[config.mk]
export PLATFORM = sky130hd
export DESIGN_NAME = ppc_top
export DESIGN_NICKNAME = d
export VERILOG_FILES = /design/src/hw/ppc_pkg.sv /design/src/hw/ppc_top.sv
export VERILOG_INCLUDE_DIRS = /design/src /design/src/hw
export SDC_FILE = /design/constraint.sdc
export NUM_CORES = 1
export LEC_CHECK = 0
export ABC_CLOCK_PERIOD_IN_PS = 3000
export BUFFER_PORTS_ARGS = -buffer_cell sky130_fd_sc_hd__buf_4
export CORE_MARGIN = 10
export CORE_UTILIZATION = 61
export CTS_CLUSTER_DIAMETER = 40
export DETAILED_ROUTE_END_ITERATION = 8
export GPL_TIMING_DRIVEN = 0
export PLACE_DENSITY = 0.84
export SYNTH_ARGS = -nofsm -noshare
export SYNTH_HDL_FRONTEND = slang
export SYNTH_SLANG_ARGS = --single-unit
export TNS_END_PERCENT = 20
[constraint.sdc]
create_clock -name clk -period 3 [get_ports clk]
set_input_delay 0.15 -clock clk [delete_from_list [all_inputs] [get_ports clk]]
set_output_delay 0.15 -clock clk [all_outputs]
set_load 0.05 [all_outputs]
[src/hw/ppc_cfg.svh]
// Purpose: offsets, masks, reset values and counts of the port pin block
// Assumes: register index times four is the Avalon byte address
// Notes:   definitions only
`ifndef PPC_CFG_SVH
`define PPC_CFG_SVH

// ----------------------------------------------------------------------
// register indexes
// ----------------------------------------------------------------------
`define PPC_IDX_H_DRIVE   6'h1b
`define PPC_IDX_H_PULL    6'h1c
`define PPC_IDX_H_POL     6'h1d
`define PPC_IDX_H_IEN     6'h1e
`define PPC_IDX_H_FLAG    6'h1f
`define PPC_IDX_J_DATA    6'h20
`define PPC_IDX_J_PIN     6'h21
`define PPC_IDX_J_DIR     6'h22
`define PPC_IDX_J_DRIVE   6'h23
`define PPC_IDX_J_PULL    6'h24
`define PPC_IDX_J_POL     6'h25
`define PPC_IDX_J_IEN     6'h26
`define PPC_IDX_J_FLAG    6'h27
`define PPC_IDX_L_DATA    6'h28
`define PPC_IDX_L_PIN     6'h29
`define PPC_IDX_CTRL      6'h2f

// ----------------------------------------------------------------------
// implemented bits, reset values, control fields
// ----------------------------------------------------------------------
`define PPC_MASK_H        8'h7f
`define PPC_MASK_J        8'hcf
`define PPC_MASK_L        8'h7f
`define PPC_MASK_CTRL     8'h07
`define PPC_RST_J_PULL    8'hc0
`define PPC_CTRL_TWO_WIRE 0
`define PPC_CTRL_MII      1
`define PPC_CTRL_LED      2

// ----------------------------------------------------------------------
// glitch filter: consecutive samples per level
// ----------------------------------------------------------------------
`define PPC_FILT_SAMPLES  3'd4

`endif

[src/hw/ppc_pkg.sv]
// Purpose: types shared by the port pin block
// Assumes: nothing
// Notes:   constants live in ppc_cfg.svh
package ppc_pkg;

  // pad electrical settings
  typedef struct packed {
    logic [7:0] reduced;
    logic [7:0] pull_en;
    logic [7:0] pull_down;
  } ppc_pull_s;

  // full pad drive: level, enable and settings
  typedef struct packed {
    logic [7:0] out;
    logic [7:0] oe;
    ppc_pull_s  cfg;
  } ppc_pad_s;

  typedef enum logic [0:0] {
    PPC_BUS_IDLE = 1'b0,
    PPC_BUS_ANS  = 1'b1
  } ppc_bus_e;

endpackage

[src/hw/ppc_top.sv]
// Purpose: pin control for ports H (part), J and L (part)
// Assumes: pin inputs arrive synchronous to clk; one clock, 200 MHz
// Notes:   registers on an Avalon-MM slave with one wait state
//
// The Avalon-MM slave port was decided locally.
`timescale 1ns/1ps
`default_nettype none
`include "ppc_cfg.svh"

// How it works
// - reduced-drive bit lowers output strength; ignored while pin is input
// - port H pull enable acts only on inputs; all port H pulls off at reset
// - port J pulls on for bits 7:6, off for bits 3:0 after reset
// - polarity 1 means rising edge and pull-down; 0 falling and pull-up
// - per-pin interrupt enable; cleared bit masks that pin's flag
// - active edge on input pin sets that pin's flag
// - writing one clears a flag; writing zero leaves it
// - interrupt requested while any flag and its enable are both set
// - data read gives latch for outputs, pin level for inputs
// - pin-input register always returns pin levels; writes ignored
// - port J direction 1 output, 0 input; bits 7:6 and 3:0 only
// - pin reads may lag a direction change by up to three cycles
// - two-wire controller owns J7:6 and their direction when enabled
// - MII enabled makes J3:0 MDC, MDIO, CRS, COL under MAC direction
// - LED enable drives L4:0 as the five transceiver indicators
// - port H configuration registers implement bits 6:0 only
// - edge valid after four passive samples then four active samples
module ppc_top (
  input  wire logic               clk,
  input  wire logic               resetn,
  // avalon-mm slave
  input  wire logic [7:0]         address,
  input  wire logic               read,
  input  wire logic               write,
  input  wire logic [3:0]         byteenable,
  input  wire logic [31:0]        writedata,
  output var  logic [31:0]        readdata,
  output var  logic               waitrequest,
  // port h
  input  wire logic [6:0]         ph_in,
  input  wire logic [6:0]         ph_dir,
  output var  ppc_pkg::ppc_pull_s ph_pad,
  output var  logic               port_h_irq,
  // port j
  input  wire logic [7:0]         pj_in,
  output var  ppc_pkg::ppc_pad_s  pj_pad,
  output var  logic               port_j_irq,
  // port l
  input  wire logic [7:0]         pl_in,
  input  wire logic [6:0]         pl_dir,
  output var  logic [7:0]         pl_out,
  output var  logic [7:0]         pl_oe,
  // two-wire controller
  input  wire logic               two_wire_data_oe,
  input  wire logic               two_wire_clock_oe,
  output var  logic               two_wire_data_line,
  output var  logic               two_wire_clock_line,
  // ethernet mac unit management and status
  input  wire logic               mii_mdc,
  input  wire logic               mii_mdio_out,
  input  wire logic               mii_mdio_oe,
  output var  logic               mii_mdio_in,
  output var  logic               mii_crs,
  output var  logic               mii_col,
  // ethernet transceiver unit indicators, bit 4 down to bit 0:
  // collision, duplex, speed, link, activity
  input  wire logic [4:0]         phy_indicators
);
  import ppc_pkg::*;

  // --------------------------------------------------------------------
  // registers
  // --------------------------------------------------------------------
  logic [7:0]  h_drive_q, h_pull_q, h_pol_q, h_ien_q, h_flag_q;
  logic [7:0]  j_data_q, j_dir_q, j_drive_q, j_pull_q, j_pol_q;
  logic [7:0]  j_ien_q, j_flag_q, l_data_q, ctrl_q;
  logic [22:0] sync1_q, sync2_q;
  ppc_bus_e    bus_q;
  logic [31:0] readdata_q;
  logic        waitrequest_q;

  // --------------------------------------------------------------------
  // pin synchroniser
  // --------------------------------------------------------------------
  // stage one feeds only stage two; everything else reads stage two
  // so pin reads trail a direction change by the pad flop and the two stages
  always_ff @(posedge clk) begin
    if (!resetn) begin
      sync1_q <= 23'h000000;
      sync2_q <= 23'h000000;
    end else begin
      sync1_q <= {pl_in, pj_in, ph_in};
      sync2_q <= sync1_q;
    end
  end

  wire [6:0] ph_s = sync2_q[6:0];
  wire [7:0] pj_s = sync2_q[14:7];
  wire [7:0] pl_s = sync2_q[22:15];

  // --------------------------------------------------------------------
  // avalon decode
  // --------------------------------------------------------------------
  wire [5:0] idx     = address[7:2];
  wire       aligned = (address[1:0] == 2'b00);
  wire       wr_go   = write && (bus_q == PPC_BUS_ANS) && byteenable[0];
  wire [7:0] wd      = writedata[7:0];

  wire hit_h_drive = aligned && (idx == `PPC_IDX_H_DRIVE);
  wire hit_h_pull  = aligned && (idx == `PPC_IDX_H_PULL);
  wire hit_h_pol   = aligned && (idx == `PPC_IDX_H_POL);
  wire hit_h_ien   = aligned && (idx == `PPC_IDX_H_IEN);
  wire hit_h_flag  = aligned && (idx == `PPC_IDX_H_FLAG);
  wire hit_j_data  = aligned && (idx == `PPC_IDX_J_DATA);
  wire hit_j_pin   = aligned && (idx == `PPC_IDX_J_PIN);
  wire hit_j_dir   = aligned && (idx == `PPC_IDX_J_DIR);
  wire hit_j_drive = aligned && (idx == `PPC_IDX_J_DRIVE);
  wire hit_j_pull  = aligned && (idx == `PPC_IDX_J_PULL);
  wire hit_j_pol   = aligned && (idx == `PPC_IDX_J_POL);
  wire hit_j_ien   = aligned && (idx == `PPC_IDX_J_IEN);
  wire hit_j_flag  = aligned && (idx == `PPC_IDX_J_FLAG);
  wire hit_l_data  = aligned && (idx == `PPC_IDX_L_DATA);
  wire hit_l_pin   = aligned && (idx == `PPC_IDX_L_PIN);
  wire hit_ctrl    = aligned && (idx == `PPC_IDX_CTRL);

  // --------------------------------------------------------------------
  // data views
  // --------------------------------------------------------------------
  wire [7:0] pj_pin_v = pj_s & `PPC_MASK_J;
  wire [7:0] pl_pin_v = pl_s & `PPC_MASK_L;
  // latch for output pins, pin level for input pins
  wire [7:0] pj_data_v = ((j_data_q & j_dir_q) |
                          (pj_pin_v & ~j_dir_q)) & `PPC_MASK_J;
  wire [7:0] l_dir_v   = {1'b0, pl_dir};
  wire [7:0] pl_data_v = ((l_data_q & l_dir_v) |
                          (pl_pin_v & ~l_dir_v)) & `PPC_MASK_L;

  // read mux as an or of gated values; unmapped reads give zero
  wire [7:0] rd_mux =
      ({8{hit_h_drive}} & h_drive_q) | ({8{hit_h_pull}} & h_pull_q) |
      ({8{hit_h_pol}}   & h_pol_q)   | ({8{hit_h_ien}}  & h_ien_q)  |
      ({8{hit_h_flag}}  & h_flag_q)  | ({8{hit_j_data}} & pj_data_v) |
      ({8{hit_j_pin}}   & pj_pin_v)  | ({8{hit_j_dir}}  & j_dir_q)  |
      ({8{hit_j_drive}} & j_drive_q) | ({8{hit_j_pull}} & j_pull_q) |
      ({8{hit_j_pol}}   & j_pol_q)   | ({8{hit_j_ien}}  & j_ien_q)  |
      ({8{hit_j_flag}}  & j_flag_q)  | ({8{hit_l_data}} & pl_data_v) |
      ({8{hit_l_pin}}   & pl_pin_v)  | ({8{hit_ctrl}}   & ctrl_q);

  // --------------------------------------------------------------------
  // bus handshake: one wait cycle, then the answer cycle
  // --------------------------------------------------------------------
  wire req = read || write;

  always_ff @(posedge clk) begin
    if (!resetn) begin
      bus_q         <= PPC_BUS_IDLE;
      waitrequest_q <= 1'b1;
      readdata_q    <= 32'h00000000;
    end else begin
      case (bus_q)
        PPC_BUS_IDLE: begin
          if (req) begin
            bus_q         <= PPC_BUS_ANS;
            waitrequest_q <= 1'b0;
            readdata_q    <= {24'h000000, rd_mux};
          end
        end
        PPC_BUS_ANS: begin
          bus_q         <= PPC_BUS_IDLE;
          waitrequest_q <= 1'b1;
        end
        default: begin
          bus_q         <= PPC_BUS_IDLE;
          waitrequest_q <= 1'b1;
        end
      endcase
    end
  end

  assign readdata    = readdata_q;
  assign waitrequest = waitrequest_q;

  // --------------------------------------------------------------------
  // configuration registers
  // --------------------------------------------------------------------
  // masks keep unimplemented bits at zero whatever is written
  always_ff @(posedge clk) begin
    if (!resetn) begin
      h_drive_q <= 8'h00;
      h_pull_q  <= 8'h00;
      h_pol_q   <= 8'h00;
      h_ien_q   <= 8'h00;
      j_data_q  <= 8'h00;
      j_dir_q   <= 8'h00;
      j_drive_q <= 8'h00;
      j_pull_q  <= `PPC_RST_J_PULL;
      j_pol_q   <= 8'h00;
      j_ien_q   <= 8'h00;
      l_data_q  <= 8'h00;
      ctrl_q    <= 8'h00;
    end else if (wr_go) begin
      // new value lands at the edge ending the answer cycle
      if (hit_h_drive) h_drive_q <= wd & `PPC_MASK_H;
      if (hit_h_pull)  h_pull_q  <= wd & `PPC_MASK_H;
      if (hit_h_pol)   h_pol_q   <= wd & `PPC_MASK_H;
      if (hit_h_ien)   h_ien_q   <= wd & `PPC_MASK_H;
      if (hit_j_data)  j_data_q  <= wd & `PPC_MASK_J;
      if (hit_j_dir)   j_dir_q   <= wd & `PPC_MASK_J;
      if (hit_j_drive) j_drive_q <= wd & `PPC_MASK_J;
      if (hit_j_pull)  j_pull_q  <= wd & `PPC_MASK_J;
      if (hit_j_pol)   j_pol_q   <= wd & `PPC_MASK_J;
      if (hit_j_ien)   j_ien_q   <= wd & `PPC_MASK_J;
      if (hit_l_data)  l_data_q  <= wd & `PPC_MASK_L;
      if (hit_ctrl)    ctrl_q    <= wd & `PPC_MASK_CTRL;
    end
  end

  wire two_wire_en = ctrl_q[`PPC_CTRL_TWO_WIRE];
  wire mii_en      = ctrl_q[`PPC_CTRL_MII];
  wire phy_led_enable = ctrl_q[`PPC_CTRL_LED];

  // --------------------------------------------------------------------
  // edge filters, ports h and j as one 16-pin vector
  // --------------------------------------------------------------------
  wire [15:0] flt_lvl  = {pj_s, 1'b0, ph_s};
  wire [15:0] flt_pol  = {j_pol_q, h_pol_q};
  wire [15:0] flt_mask = {`PPC_MASK_J, `PPC_MASK_H};
  wire [15:0] flt_edge;

  genvar g;
  generate
    for (g = 0; g < 16; g++) begin : g_filt
      logic [2:0] pas_cnt_q, act_cnt_q;
      logic       armed_q;
      // active level follows polarity: 1 high, 0 low
      wire act_lvl = (flt_lvl[g] == flt_pol[g]);
      wire act_full = (act_cnt_q == `PPC_FILT_SAMPLES - 3'd1);
      // the fourth active sample after an armed passive run fires once
      assign flt_edge[g] = flt_mask[g] && armed_q && act_lvl &&
                           act_full;
      // a polarity change does not reset the counts; an armed pin then
      // fires after four samples at the new active level
      always_ff @(posedge clk) begin
        if (!resetn) begin
          pas_cnt_q <= 3'd0;
          act_cnt_q <= 3'd0;
          armed_q   <= 1'b0;
        end else if (act_lvl) begin
          pas_cnt_q <= 3'd0;
          if (flt_edge[g]) begin
            armed_q   <= 1'b0;
            act_cnt_q <= 3'd0;
          end else if (armed_q && !act_full) begin
            act_cnt_q <= act_cnt_q + 3'd1;
          end
        end else begin
          act_cnt_q <= 3'd0;
          if (pas_cnt_q != `PPC_FILT_SAMPLES)
            pas_cnt_q <= pas_cnt_q + 3'd1;
          if (pas_cnt_q == `PPC_FILT_SAMPLES - 3'd1)
            armed_q <= 1'b1;
        end
      end
    end
  endgenerate

  // --------------------------------------------------------------------
  // interrupt flags and requests
  // --------------------------------------------------------------------
  // an edge in the clearing cycle survives: set wins over clear
  wire [7:0] h_clr = (wr_go && hit_h_flag) ? wd : 8'h00;
  wire [7:0] j_clr = (wr_go && hit_j_flag) ? wd : 8'h00;
  wire [7:0] h_flag_d = ((h_flag_q & ~h_clr) | flt_edge[7:0])
                        & `PPC_MASK_H;
  wire [7:0] j_flag_d = ((j_flag_q & ~j_clr) | flt_edge[15:8])
                        & `PPC_MASK_J;

  logic port_h_irq_q, port_j_irq_q;

  always_ff @(posedge clk) begin
    if (!resetn) begin
      h_flag_q     <= 8'h00;
      j_flag_q     <= 8'h00;
      port_h_irq_q <= 1'b0;
      port_j_irq_q <= 1'b0;
    end else begin
      h_flag_q     <= h_flag_d;
      j_flag_q     <= j_flag_d;
      port_h_irq_q <= |(h_flag_q & h_ien_q);
      port_j_irq_q <= |(j_flag_q & j_ien_q);
    end
  end

  assign port_h_irq = port_h_irq_q;
  assign port_j_irq = port_j_irq_q;

  // --------------------------------------------------------------------
  // port j pin muxing
  // --------------------------------------------------------------------
  // two-wire lines are open drain: drive low only when the controller
  // enables them
  wire [7:0] tw_oe  = {two_wire_data_oe, two_wire_clock_oe, 6'h00};
  wire [7:0] mii_oe = {4'h0, 1'b1, mii_mdio_oe, 2'b00};
  wire [7:0] mii_o  = {4'h0, mii_mdc, mii_mdio_out, 2'b00};
  wire [7:0] sel_tw  = two_wire_en ? 8'hc0 : 8'h00;
  wire [7:0] sel_mii = mii_en ? 8'h0f : 8'h00;
  wire [7:0] sel_gp  = ~(sel_tw | sel_mii) & `PPC_MASK_J;

  wire [7:0] pj_oe_d = (sel_gp & j_dir_q) | (sel_tw & tw_oe) |
                       (sel_mii & mii_oe);
  wire [7:0] pj_out_d = (sel_gp & j_data_q) | (sel_mii & mii_o);

  ppc_pad_s pj_pad_d, pj_pad_q;
  always_comb begin
    pj_pad_d.out           = pj_out_d;
    pj_pad_d.oe            = pj_oe_d;
    // strength only matters while the pad drives
    pj_pad_d.cfg.reduced   = j_drive_q & pj_oe_d;
    // pulls only on inputs; polarity picks down (1) or up (0)
    pj_pad_d.cfg.pull_en   = j_pull_q & ~pj_oe_d & `PPC_MASK_J;
    pj_pad_d.cfg.pull_down = j_pol_q & `PPC_MASK_J;
  end

  // --------------------------------------------------------------------
  // port h pad settings and port l muxing
  // --------------------------------------------------------------------
  ppc_pull_s ph_pad_d, ph_pad_q;
  wire [7:0] ph_dir_v = {1'b0, ph_dir};
  always_comb begin
    ph_pad_d.reduced   = h_drive_q & ph_dir_v;
    ph_pad_d.pull_en   = h_pull_q & ~ph_dir_v;
    ph_pad_d.pull_down = h_pol_q;
  end

  wire [7:0] sel_led  = phy_led_enable ? 8'h1f : 8'h00;
  wire [7:0] led_v    = {3'b000, phy_indicators};
  wire [7:0] pl_out_d = (sel_led & led_v) | (~sel_led & l_data_q);
  wire [7:0] pl_oe_d  = sel_led | (~sel_led & l_dir_v);

  // --------------------------------------------------------------------
  // output flops
  // --------------------------------------------------------------------
  logic [7:0] pl_out_q, pl_oe_q;
  logic       tw_d_q, tw_c_q, mdio_q, crs_q, col_q;

  always_ff @(posedge clk) begin
    if (!resetn) begin
      pj_pad_q <= '0;
      ph_pad_q <= '0;
      pl_out_q <= 8'h00;
      pl_oe_q  <= 8'h00;
      tw_d_q   <= 1'b0;
      tw_c_q   <= 1'b0;
      mdio_q   <= 1'b0;
      crs_q    <= 1'b0;
      col_q    <= 1'b0;
    end else begin
      pj_pad_q <= pj_pad_d;
      ph_pad_q <= ph_pad_d;
      pl_out_q <= pl_out_d;
      pl_oe_q  <= pl_oe_d;
      tw_d_q   <= pj_s[7];
      tw_c_q   <= pj_s[6];
      mdio_q   <= pj_s[2];
      crs_q    <= pj_s[1];
      col_q    <= pj_s[0];
    end
  end

  assign pj_pad              = pj_pad_q;
  assign ph_pad              = ph_pad_q;
  assign pl_out              = pl_out_q;
  assign pl_oe               = pl_oe_q;
  assign two_wire_data_line  = tw_d_q;
  assign two_wire_clock_line = tw_c_q;
  assign mii_mdio_in         = mdio_q;
  assign mii_crs             = crs_q;
  assign mii_col             = col_q;

endmodule // ppc_top
`default_nettype wire

==> results of run 1 <==
## area by class of cell
type / count / area [µm²] / share of cell area (%)
Antenna cell: 2 / 5.00 / 0.0314
Buffer: 101 / 592 / 3.72
Clock buffer: 46 / 980 / 6.15
Clock inverter: 15 / 186 / 1.17
Inverter: 73 / 274 / 1.72
Multi-Input combinational cell: 940 / 5980 / 37.5
Sequential cell: 300 / 6010 / 37.7
Tap cell: 270 / 338 / 2.12
Timing Repair Buffer: 192 / 1570 / 9.85
## cell families (layout without fill, tap and decap cells)
| family | after synthesis | in the layout |
|---|---|---|
| DFF | 300 | 300 |
| and+or+nand+nor | 506 | 506 |
| AOI/OAI and AO/OA | 192 | 192 |
| buffers and inverters | 174 | 427 |
| muxes | 99 | 99 |
| xor gates and xnor gates | 39 | 39 |
| adders and majority gates | 65 | 65 |
| other | 1 | 41 |
## sequential cells by signal (all words and copies together), names as in the netlist, 7 cells and up
signal and flops:
h_pol_q 7, pl_out 7, sync2_q 20, h_pull_q 7, sync1_q 20, l_data_q 7
pj_pad 30, ph_pad 21, g_filt.armed_q 13, pl_oe 7, readdata 8, h_flag_q 7
g_filt.pas_cnt_q 39, g_filt.act_cnt_q 39, h_ien_q 7, h_drive_q 7
## synthesized netlist by cell type, drive strengths merged (13+ instances only)
master	number	area share (%)
clkbuf	38	1.1
inv	73	2.2
nand3	44	1.8
and3	22	1.1
nor3	21	0.87
a22oi	20	1.2
o21ai	26	1.0
dfxtp	300	47
mux2i	88	6.9
nand2	106	3.4
ha	65	6.4
xnor2	26	1.8
xor2	13	0.90
buf	63	3.5
a21oi	103	4.1
nor2	203	6.2
and2	63	3.1
## path summary, 6_finish.rpt
path / from / slack, ns / depth (start not counted) / endpoint
worst max-delay path: ctrl_q[1] / 1.17 / 4 / pj_pad[26]
worst min-delay path: pl_dir[0] / 0.008 / 3 / pl_oe[0]
worst max register to register: ctrl_q[1] / 1.17 / 4 / pj_pad[26]
worst min register to register: sync1_q[15] / 0.43 / 1 / sync2_q[15]
## worst min-delay path: cells and delay by family
family | cells | cell delay, ns
AND/OR/NAND/NOR | 2 | 0.18
buffers and inverters | 1 | 0.13
## per-layer routing
layer	GRT usage, %	wire (µm)	up-vias
met5	0	0	-
met4	11.0	1380	0
met3	6.68	3710	105
met2	48.2	18800	545
met1	34.9	15900	5112
li1	-	-	5089
## power breakdown
| group | leakage [nW] | total [mW] | switching (mW) | internal, mW |
|---|---|---|---|---|
| combinational | 3.96 | 0.699 | 0.464 | 0.235 |
| clock | 0.569 | 4.27 | 1.69 | 2.58 |
| sequential | 2.43 | 4.07 | 0.0331 | 4.03 |
## stage by stage
step / utilization (%) / instance area, µm²
floorplan: - / 12800
global placement: 69.9 / 14200
detailed placement: 69.9 / 14200
CTS: 78.2 / 15900
global route: 78.2 / 15900
finish: 78.2 / 15900
==> impl_metrics.toml, run 1 <==
[routing]
vias = 10900
final_antenna_net_count = 0
drc = 0
via_per_inst = 5.60
drt-initial-drc-count = 916
wirelength_mm = 39.7
post_drt_wl_per_cell_um = 20.5
firstDrtPassIters = 5

[global_route]
grt_pass1_wl_mm = 60.5
grt_pass1_vias = 10900
grt.overflow.total = 0
grt.total_usage_pct = 28.7
grt_antenna_before_repair = 2
grt_max_degree = 15

[logic_synthesis]
synth.area.mux_share_pct = 7.91
yosys_warnings = 0
synth_fa_ha_area_share_pct = 6.40
synthSimpleGateAreaFrac_pct = 19.9
synth-edff-count = 0
ys_ff_latch = 300
syn_inst = 1376
synth_ff_type = "dfxtp_1"
yosysSeqAreaShare_pct = 47.3
async_flop_share_pct = 0
synth_cell_type_count = 58
synth_compound_gate_area_share_pct = 8.96
syn_area_per_cell_um2 = 9.23
synthXorXnorAreaFrac_pct = 2.69
synth_top_family_by_area = "simple AND/OR/NAND/NOR gates"
syn-cell-area_um2 = 12700

[sta]
slew_viol_final = 0
setup_viol = 0
fmax_ghz = 0.546
fin_crit_sh_pct = 61.1
fin_crit_ns = 1.83
slew_headroom_pct = 32.8
fin_skew_ns = 0.0136
finalSetupTns_ns = 0
worstMarginPinSlew_ns = 1.01
worst_slack_ns = 1.17
hold_viol = 0
holdWs_ns = 0.00828
rsz0062_at_grt = "false"

[clock_tree]
ctsHtreeMaxLevel = 2
clk_latency_ns = 0.51
holdBufCountCts = 51
ctsRootBufferMaster = "clkbuf_16"
cts_tree = "yes"
clockBufferDepth = 3
clk_pin_slew_ns = 0.06
cts_resized = 0
cts_made_buffers = 35
cts.sinks = 300
post_cts_buffers = 0

[worst_setup_path]
end_kind = "flop"
cp_slowest_cell = "dlygate4sd3_1"
cp_top_family = "buffers and inverters"
path_max_fanout = 9
crit_required_ns = 3.40
crit_type = "flop to flop"
start_kind = "flop"
crit_arrival_ns = 2.23
max_stage_delay_ns = 0.56
cp_num_buf_inv = 2
path_cells = "clkbuf_1 > mux2i_1 > nor2_1 > dlygate4sd3_1"

[layout]
layout-drive-gt1-share_pct = 17.2
layout_commonest_cell = "dfxtp_1"
final_cells = 1939
syn2layout_area_growth_pct = 25.3
fillers = 1316
layout_common_cells = "300 x dfxtp_1, 201 x nor2_1, 186 x buf_4"
fin_nets = 1803

[floorplan]
start_util_pct = 62.4
row_count = 52
die_height_um = 164
coreArea_um2 = 20400
ios = 215
fp.dieW_um = 164
die_area_um2 = 27000

[place]
pre_cts_ws_ns = 1.00
placed_cells = 1825
dp_hpwl_mm = 27.8
gp_congestion = 0.975
port_buffers = 141

[min_path]
hold_class = "input pin to flop"

[status]
status = "finished, final reports clean"

[pwr]
power_leakage_nw = 6.96
power.density_nw_per_um2 = 568
ir_drop_mv = 0.449
power_mw = 9.04

[flow_run]
maxCapViolCount = 0
Power figures use the tool's default switching activity.
==> inputs of run 2 (changes only) <==
--- a/config.mk
+++ b/config.mk
@@ -6,14 +6,14 @@
 export SDC_FILE = /design/constraint.sdc
 export NUM_CORES = 1
 export LEC_CHECK = 0
-export ABC_CLOCK_PERIOD_IN_PS = 3000
+export ABC_CLOCK_PERIOD_IN_PS = 1500
 export BUFFER_PORTS_ARGS = -buffer_cell sky130_fd_sc_hd__buf_4
 export CORE_MARGIN = 10
-export CORE_UTILIZATION = 61
+export CORE_UTILIZATION = 51
 export CTS_CLUSTER_DIAMETER = 40
 export DETAILED_ROUTE_END_ITERATION = 8
 export GPL_TIMING_DRIVEN = 0
-export PLACE_DENSITY = 0.84
+export PLACE_DENSITY = 0.74
 export SYNTH_ARGS = -nofsm -noshare
 export SYNTH_HDL_FRONTEND = slang
 export SYNTH_SLANG_ARGS = --single-unit
==> constraint.sdc (replaced) <==
create_clock -name clk -period 1.5 [get_ports clk]
set_input_delay 0.075 -clock clk [delete_from_list [all_inputs] [get_ports clk]]
set_output_delay 0.075 -clock clk [all_outputs]
set_load 0.05 [all_outputs]
==> run 2 against run 1 <==
Die area is 17% higher; clock-buffer cell count increased by 2; sequential cell count unchanged; register-to-register slack lost 1.1 ns; routed wire length down 4.8%; sequential power up 100%; first-iteration DRC count decreased by 20%; via count decreased by 3.4%; design area is 2.8% higher; core utilization shrank 11 points; worst setup slack got worse by 1.1 ns.
==> impl_metrics.toml, run 2 (same netlist as run 1, synthesis figures left out) <==
[status]
status = "finished, final reports clean"

[layout]
syn2layout_area_growth_pct = 28.8
finalInstanceArea_um2 = 16400
layout_commonest_cell = "dfxtp_1"
final_cells = 2005
layout_common_cells = "295 x dfxtp_1, 199 x nor2_1, 186 x buf_4"
utilization_pct = 67.1
fillers = 1959
fin_nets = 1811
layout-drive-gt1-share_pct = 18.9

[floorplan]
start_util_pct = 52.1
ios = 215
die_height_um = 178
die_area_um2 = 31600
coreArea_um2 = 24400
fp.dieW_um = 178
row_count = 57

[sta]
setup_viol = 0
worst_slack_ns = 0.0255
worstMarginPinSlew_ns = 0.924
holdWs_ns = 0.0273
fin_skew_ns = 0.0117
fmax_ghz = 0.678
hold_viol = 0
fin_crit_sh_pct = 98.3
rsz0062_at_grt = "true"
fin_crit_ns = 1.47
finalSetupTns_ns = 0
slew_viol_final = 0
slew_headroom_pct = 38.4

[global_route]
grt_pass1_wl_mm = 58.0
grt_pass1_vias = 10500
grt_antenna_before_repair = 0
grt.overflow.total = 0
grt_max_degree = 16
grt.total_usage_pct = 23.5

[clock_tree]
cts.sinks = 300
cts_made_buffers = 40
ctsRootBufferMaster = "clkbuf_16"
clk_pin_slew_ns = 0.06
post_cts_buffers = 0
cts_tree = "yes"
ctsHtreeMaxLevel = 2
clk_latency_ns = 0.52
clockBufferDepth = 3

[worst_setup_path]
path_max_fanout = 3
crit_required_ns = 1.90
path_cells = "inv_1 > or4_1 > a32o_1 > a21oi_1 > a21oi_1"
cp_top_family = "simple AND/OR/NAND/NOR gates"
path_common_cell = "a21oi_1"
start_kind = "flop"
crit_arrival_ns = 1.87
end_kind = "flop"
worst-r2r-cell-count = 5
cp_slowest_cell = "or4_1"
cp_num_buf_inv = 1
worstReg2RegStart = "j_dir_q[7]"
max_stage_delay_ns = 0.50
crit_type = "flop to flop"
reg2reg_slack_ns = 0.03
rr_endpoint = "readdata[7]"

[pwr]
clkPwrFrac_pct = 51.2
ir_drop_mv = 0.726
power_mw = 19.5
cellInternalPower_mw = 14.9
p_seq_share_pct = 41.6
combPwrFrac_pct = 7.1
p_switching_mw = 4.66
power_leakage_nw = 7.11
swShare_pct = 23.9
power.density_nw_per_um2 = 1190

[routing]
via_per_inst = 5.23
dr_wl_met3_mm = 3.21
wirelength_mm = 37.8
drc = 0
maxUsedRoutingLayer = "met4"
final_antenna_net_count = 0
wl_met1_mm = 15.9
post_drt_wl_per_cell_um = 18.9
met2_length_mm = 17.6
firstDrtPassIters = 5
vias = 10500
drt-initial-drc-count = 730

[flow_run]
maxCapViolCount = 0

[place]
place_area_um2 = 14300
gp_congestion = 1.01
dp_hpwl_mm = 27.7
pre_cts_ws_ns = -0.422
placed_cells = 1879
port_buffers = 141

[min_path]
hold-path-cell-count = 5
min_to = "h_drive_q[3]"
min_from = "writedata[3]"
hold_class = "input pin to flop"
[run 2: per-layer routing]
| layer | vias up | global-route usage [%] |
|---|---|---|
| li1 | 5116 | - |
| met1 | 4861 | 28.8 |
| met2 | 418 | 39.2 |
| met3 | 85 | 5.38 |
| met4 | 0 | 8.82 |
| met5 | - | 0 |
[run 2: how the worst max path moves through the flow]
stage                     from           to  slack [ns]  cells after the start
CTS                 j_dir_q[7]  readdata[7]       0.007                      5
global placement        resetn    pl_out[3]       -0.40                      5
finish              j_dir_q[7]  readdata[7]        0.03                      5
detailed placement      resetn    pl_out[3]       -0.42                      5
global route        j_pol_q[0]  readdata[0]       -0.05                      5
floorplan           j_dir_q[7]  readdata[7]        0.08                      5
[run 2: power groups by stage]
stage	clock network, mW	registers, mW	logic (mW)
detailed placement	0	8.31	1.24
CTS	10.1	8.13	1.37
finish	10.0	8.14	1.39
global placement	0	8.31	1.24
floorplan	0	8.40	0.683
global route	10.4	8.14	1.47
[run 2: tightest hold or removal path: cells and delay by family]
family	cells	cell delay (ns)
AO/OA/AOI/OAI	1	0.05
AND/OR/NAND/NOR	2	0.19
buffers and inverters	2	0.19
[run 2: final cells by class]
cell class | count | area (µm²) | area share [%]
buffer | 101 | 609 | 3.72
antenna | 1 | 2.50 | 0.0153
clock buffer | 48 | 1090 | 6.67
sequential | 300 | 6020 | 36.8
tap | 324 | 405 | 2.48
clock inverter | 23 | 340 | 2.08
multi-input combinational | 940 | 6030 | 36.8
inverter | 73 | 274 | 1.67
timing repair buffer | 195 | 1600 | 9.77
[run 2: repair_timing]
action | CTS | global route
hold buffers | 54 | 0
cloned | 0 | 0
hold endpoints to repair | 79 | 0
endpoints found under the setup margin | 74 | 37
pin swaps | 3 | 4
resized for setup | 17 | 13
